--- src/logic/pie_pkg.sv ---
// constants of the peripheral interrupt-enable mask
package pie_pkg;
  localparam int unsigned PIE_NSRC = 4;
  localparam int unsigned PIE_AW = 2;
  localparam int unsigned PIE_DW = 8;
  // bit positions of the enable mask
  localparam int unsigned PIE_BIT_WIN = 0;
  localparam int unsigned PIE_BIT_CONV = 1;
  localparam int unsigned PIE_BIT_PCA = 2;
  localparam int unsigned PIE_BIT_CMPF = 3;
  // register addresses
  localparam logic [PIE_AW-1:0] PIE_ADDR_ENABLE = 2'h0;
  localparam logic [PIE_AW-1:0] PIE_ADDR_PENDING = 2'h1;
  localparam logic [PIE_AW-1:0] PIE_ADDR_STATUS = 2'h2;
  localparam logic [PIE_AW-1:0] PIE_ADDR_IRQMASK = 2'h3;
  // reset values
  localparam logic [PIE_NSRC-1:0] PIE_ENABLE_RST = 4'h0;
  localparam logic [PIE_NSRC-1:0] PIE_IRQMASK_RST = 4'h0;
  localparam logic [PIE_NSRC-1:0] PIE_ZERO = 4'h0;
endpackage

--- src/logic/pie_top.sv ---
// peripheral interrupt-enable mask with register port
//
// Design decisions made here: the plain strobed port and the placing of the registers.
`timescale 1ns/1ps
`default_nettype none
module pie_top
  import pie_pkg::*;
(
  // clock and reset
  input wire logic mclk,
  input wire logic srst,
  // register port
  input wire logic [PIE_AW-1:0] reg_addr,
  input wire logic [PIE_DW-1:0] reg_wdata,
  input wire logic reg_wr,
  input wire logic reg_rd,
  output logic [PIE_DW-1:0] reg_rdata,
  // source flags, levels
  input wire logic comparator_fall_flag,
  input wire logic counter_array_flag,
  input wire logic conversion_done_flag,
  input wire logic window_compare_flag,
  // gated requests toward the core
  output logic comparator_fall_req,
  output logic counter_array_req,
  output logic conversion_done_req,
  output logic window_compare_req,
  // summary interrupt
  output logic irq
);
  logic [PIE_NSRC-1:0] enable_reg;
  logic [PIE_NSRC-1:0] enable_next;
  logic [PIE_NSRC-1:0] irqmask_reg;
  logic [PIE_NSRC-1:0] irqmask_next;
  logic [PIE_DW-1:0] rdata_reg;
  logic [PIE_DW-1:0] rdata_next;
  logic [PIE_NSRC-1:0] flags;
  logic [PIE_NSRC-1:0] flags_d_reg;
  logic [PIE_NSRC-1:0] reqs;
  logic [PIE_NSRC-1:0] status;
  logic [PIE_NSRC-1:0] rise;
  wire comparator_fall_int_enable = enable_reg[PIE_BIT_CMPF];
  wire counter_array_int_enable = enable_reg[PIE_BIT_PCA];
  wire conversion_done_int_enable = enable_reg[PIE_BIT_CONV];
  wire window_compare_int_enable = enable_reg[PIE_BIT_WIN];

  // address match, shared by the strobes, the read mux and the checks
  function automatic logic hit(input logic [PIE_AW-1:0] a, input logic [PIE_AW-1:0] r);
    hit = (a == r);
  endfunction

  assign flags[PIE_BIT_CMPF] = comparator_fall_flag;
  assign flags[PIE_BIT_PCA] = counter_array_flag;
  assign flags[PIE_BIT_CONV] = conversion_done_flag;
  assign flags[PIE_BIT_WIN] = window_compare_flag;

  wire wr_enable = reg_wr & hit(reg_addr, PIE_ADDR_ENABLE);
  wire wr_irqmask = reg_wr & hit(reg_addr, PIE_ADDR_IRQMASK);
  wire rd_status = reg_rd & hit(reg_addr, PIE_ADDR_STATUS);
  assign enable_next = wr_enable ? reg_wdata[PIE_NSRC-1:0] : enable_reg;
  assign irqmask_next = wr_irqmask ? reg_wdata[PIE_NSRC-1:0] : irqmask_reg;
  // a request event is the rising edge of a forwarded request
  assign rise = reqs & ~flags_d_reg;
  // every address reads back; the raw flags let software see a pending source
  // that its mask still holds back
  assign rdata_next = !reg_rd ? '0 :
    hit(reg_addr, PIE_ADDR_ENABLE) ? {{(PIE_DW-PIE_NSRC){1'b0}}, enable_reg} :
    hit(reg_addr, PIE_ADDR_PENDING) ? {{(PIE_DW-PIE_NSRC){1'b0}}, flags} :
    hit(reg_addr, PIE_ADDR_STATUS) ? {{(PIE_DW-PIE_NSRC){1'b0}}, status} :
    {{(PIE_DW-PIE_NSRC){1'b0}}, irqmask_reg};

  always_ff @(posedge mclk) begin
    if (srst) begin
      enable_reg <= PIE_ENABLE_RST;
      irqmask_reg <= PIE_IRQMASK_RST;
      rdata_reg <= '0;
      flags_d_reg <= '0;
    end else begin
      enable_reg <= enable_next;
      irqmask_reg <= irqmask_next;
      rdata_reg <= rdata_next;
      flags_d_reg <= reqs;
    end
  end

  // requests leave from flip-flops, one cycle behind the flag, so the core sees no glitch
  pie_gate #(.N(PIE_NSRC)) u_gate (
    .mclk(mclk),
    .srst(srst),
    .flag(flags),
    .enable(enable_reg),
    .req(reqs)
  );

  // status sees only the edge of a forwarded request, so a held flag counts once
  pie_status #(.N(PIE_NSRC)) u_status (
    .mclk(mclk),
    .srst(srst),
    .event_set(rise),
    .clear(rd_status),
    .irq_mask(irqmask_reg),
    .status(status),
    .irq(irq)
  );

  assign comparator_fall_req = reqs[PIE_BIT_CMPF];
  assign counter_array_req = reqs[PIE_BIT_PCA];
  assign conversion_done_req = reqs[PIE_BIT_CONV];
  assign window_compare_req = reqs[PIE_BIT_WIN];
  assign reg_rdata = rdata_reg;

  // the map fixes four bit positions, so no other source count fits the bus
  if (PIE_NSRC != PIE_BIT_CMPF + 1 || PIE_DW <= PIE_NSRC) begin : g_bad_map
    $error("register map needs four sources below the data width");
  end

  // per-source checks, one set for each mask bit
  for (genvar i = 0; i < PIE_NSRC; i++) begin : g_src_chk

  end
endmodule
`default_nettype wire

--- src/logic/pie_gate.sv ---
// one gate stage: registered enabled request per source
`timescale 1ns/1ps
`default_nettype none
module pie_gate
  import pie_pkg::*;
#(
  parameter int unsigned N = PIE_NSRC
) (
  // clock and reset
  input wire logic mclk,
  input wire logic srst,
  // flags and enables
  input wire logic [N-1:0] flag,
  input wire logic [N-1:0] enable,
  // gated requests
  output logic [N-1:0] req
);
  // a zero-wide gate has nothing to forward
  if (N < 1) begin : g_bad_n
    $error("gate needs at least one source");
  end
  logic [N-1:0] req_reg;
  logic [N-1:0] req_next;
  generate
    for (genvar i = 0; i < N; i++) begin : g_bit
      // enable only gates the path, the flag itself is untouched
      assign req_next[i] = flag[i] & enable[i];
    end
  endgenerate
  always_ff @(posedge mclk) begin
    if (srst) begin
      req_reg <= '0;
    end else begin
      req_reg <= req_next;
    end
  end
  assign req = req_reg;
endmodule
`default_nettype wire

--- src/logic/pie_status.sv ---
// sticky event status with clear-on-read and masked interrupt
`timescale 1ns/1ps
`default_nettype none
module pie_status
  import pie_pkg::*;
#(
  parameter int unsigned N = PIE_NSRC
) (
  // clock and reset
  input wire logic mclk,
  input wire logic srst,
  // events and controls
  input wire logic [N-1:0] event_set,
  input wire logic clear,
  input wire logic [N-1:0] irq_mask,
  // results
  output logic [N-1:0] status,
  output logic irq
);
  // the clear value is cut from the package constant, so N cannot exceed it
  if (N < 1 || N > PIE_NSRC) begin : g_bad_n
    $error("status width outside the supported range");
  end
  logic [N-1:0] status_reg;
  logic [N-1:0] status_next;
  // set wins over a read-clear in the same cycle
  assign status_next = (clear ? PIE_ZERO[N-1:0] : status_reg) | event_set;
  always_ff @(posedge mclk) begin
    if (srst) begin
      status_reg <= '0;
    end else begin
      status_reg <= status_next;
    end
  end
  assign status = status_reg;
  assign irq = |(status_reg & irq_mask);
endmodule
`default_nettype wire

--- config.mk ---
export PLATFORM = sky130hd
export DESIGN_NAME = pie_top
export DESIGN_NICKNAME = d
export VERILOG_FILES = /design/src/logic/pie_pkg.sv /design/src/logic/pie_top.sv /design/src/logic/pie_gate.sv /design/src/logic/pie_status.sv
export SDC_FILE = /design/constraint.sdc
export NUM_CORES = 1
export LEC_CHECK = 0
export ABC_AREA = 1
export BUFFER_PORTS_ARGS = -buffer_cell sky130_fd_sc_hd__buf_2
export CAP_MARGIN = 20
export CORE_MARGIN = 2
export CORE_UTILIZATION = 52
export DETAILED_ROUTE_END_ITERATION = 7
export PLACE_DENSITY = 0.84
export SETUP_SLACK_MARGIN = 0.05
export SLEW_MARGIN = 20
export SYNTH_ARGS = -nofsm -noshare
export SYNTH_HDL_FRONTEND = slang
export SYNTH_SLANG_ARGS = --single-unit
--- constraint.sdc ---
create_clock -name mclk -period 1.25 [get_ports mclk]
set_clock_uncertainty 0.05 [all_clocks]
set_input_delay 0.0625 -clock mclk [delete_from_list [all_inputs] [get_ports mclk]]
set_output_delay 0.0625 -clock mclk [all_outputs]
set_load 0.02 [all_outputs]
==> metrics.yaml <==
finalCritPeriodShare_pct: 90.6
synth.avg_cell_area_um2: 7.47
hold_viol_final: 0
crit-reg2reg-launch: "u_status.status[3]"
timing.hold.ws_ps: 38.9
core-area_mm2: 0.00173
pwr-share-clk_pct: 24.1
fin_crit_ps: 1130
grt_use_total_pct: 18.6
cp-end-kind: "primary output"
r2r_slack_ps: 410
r2r_cells: 4
switching_share_pct: 24.5
syn2layout_area_growth_pct: 21.2
dieArea_mm2: 0.00221
switchingPower_w: 0.000315
clk_path_buf_depth: 2
dpl.hpwl_um: 1430
clk_latency_ps: 300
cp-start-kind: "register"
gp_congestion: 0.782
overflow: 0
power_leakage_nw: 0.536
synth_warnings: 0
htree_levels: 1
wl_per_cell_um: 10.6
clockRootBuffer: "clkbuf_4"
antenna_found_initial: 0
port_buffers: 22
grt_pass1_vias: 740
ir_drop_v: 0.000794
start_util_pct: 55.8
post-route-drc-count: 0
layout-drive-gt1-share_pct: 19.0
viasPerCell: 4.89
status: "complete, no violations"
die_h_um: 47.0
hp-class: "in2reg"
p_int_w: 0.000969
setup_tns_ps: 0
syn_area_um2: 963
synthCells: 129
arrival_ps: 1020
antenna_cells: 0
min_to: "u_status.status[1]"
drv_slew: 0
drt_iter0_drc: 22
crit-reg2reg-capture: "reg_rdata[3]"
maxCapViolations: 0
powerDensity_mw_per_mm2: 1100
design.final.nets: 178
cp.required_ps: 1140
grt_max_degree: 15
grt_setup_unrepaired: "false"
final_core_util_pct: 67.6
layout_commonest_cell: "nor2_1"
sequentialPowerShare_pct: 62.6
ys_seq_area_share_pct: 49.9
cts_sinks: 24
ys_types: 15
cts_buffers: 3
die_x_um: 47.0
power_frac_comb_pct: 13.3
synth-seq-cells: 24
firstDrtPassIters: 4
fmax_mhz: 883
nFillCells: 166
worstHoldStart: "srst"
criticalPathCategory: "reg2out"
antenna_left: 0
hold_depth: 2
io_pins: 31
cts_tree: "done"
critPathMaxFanout: 3
routed_wl_um: 1930
grt_pass1_wl_um: 2850
layout_common_cells: "nor2_1 (25), dfxtp_1 (23), buf_2 (22)"
via_count: 894
path_clk_slew_ps: 110
placement_rows: 15
setup_viol: 0
## through the flow
| step | instances | worst slack (ps) | area (um2) | power, W |
|---|---|---|---|---|
| finish | 183 | 118 | 1170 | 0.00128 |
| global route | 183 | 64.4 | 1170 | 0.00134 |
| CTS | 183 | 114 | 1170 | 0.00129 |
| detailed placement | 172 | 336 | 1060 | 0.000970 |
| global placement | 172 | 365 | 1060 | 0.000965 |
| floorplan | 132 | 458 | 975 | 0.000932 |
## power by group through the flow
stage	clock, W	sequential [W]	combinational, W
floorplan	0	0.000828	0.000103
global placement	0	0.000820	0.000146
detailed placement	0	0.000821	0.000149
CTS	0.000322	0.000804	0.000168
global route	0.000346	0.000807	0.000189
finish	0.000310	0.000804	0.000170
## routing by layer
| metal | share of wire, % | GRT usage [%] |
|---|---|---|
| met4 | 1.4 | 8.33 |
| met3 | 6.4 | 3.46 |
| met5 | 0 | 0 |
| met1 | 44 | 22.4 |
| met2 | 48 | 32.1 |
## logic make-up (layout without fill, tap and decap cells)
| logic type | count (synthesis) | after routing | synth area share [%] |
|---|---|---|---|
| AND/OR/NAND/NOR | 52 | 52 | 23.0 |
| AO/OA/AOI/OAI | 28 | 28 | 14.5 |
| flip-flops | 24 | 24 | 49.9 |
| buffers and inverters | 24 | 50 | 12.2 |
| other | 1 | 4 | 0.389 |
## cell type report
cell class	count	area (um2)	area share [%]
clock buffer	3	22.5	1.93
timing repair buffer	30	190	16.3
sequential	24	482	41.3
tap	25	31.3	2.68
inverter	17	65.1	5.57
multi-input combinational	84	377	32.3
## synthesized netlist by cell type, drive strengths merged
library cell | number | area [um2]
nor2 | 25 | 93.8
dfxtp | 24 | 480
inv | 16 | 60.1
o21ai | 16 | 80.1
nand2 | 15 | 56.3
a21oi | 12 | 60.1
nand3 | 11 | 65.1
buf | 6 | 48.8
clkbuf | 1 | 3.75
clkinv | 1 | 5.00
conb | 1 | 3.75
nand4 | 1 | 6.26
## timing repair
| action | 4_1_cts | 5_1_grt |
|---|---|---|
| setup endpoints to repair | 0 | 1 |
| resized for setup | 0 | 1 |
| hold endpoints to repair | 8 | 0 |
| buffers inserted | 0 | 0 |
| hold buffers | 8 | 0 |
## how the worst max path moves through the flow
| stage | from | slack, ps | cells after the start | to |
|---|---|---|---|---|
| finish | u_status.status[1] | 120 | 3 | irq |
| global route | u_status.status[2] | 60 | 3 | irq |
| CTS | u_status.status[0] | 110 | 3 | irq |
| detailed placement | reg_addr[1] | 340 | 4 | irqmask_reg[1] |
| global placement | reg_addr[1] | 360 | 4 | irqmask_reg[3] |
| floorplan | u_gate.req[2] | 460 | 4 | u_status.status[2] |
## critical path, stage by stage, from the launching register on
cell     delay (ps)
dfxtp_1         400
nand2_1          70
nand4_1          90
buf_2           160
Power figures use the tool's default switching activity.
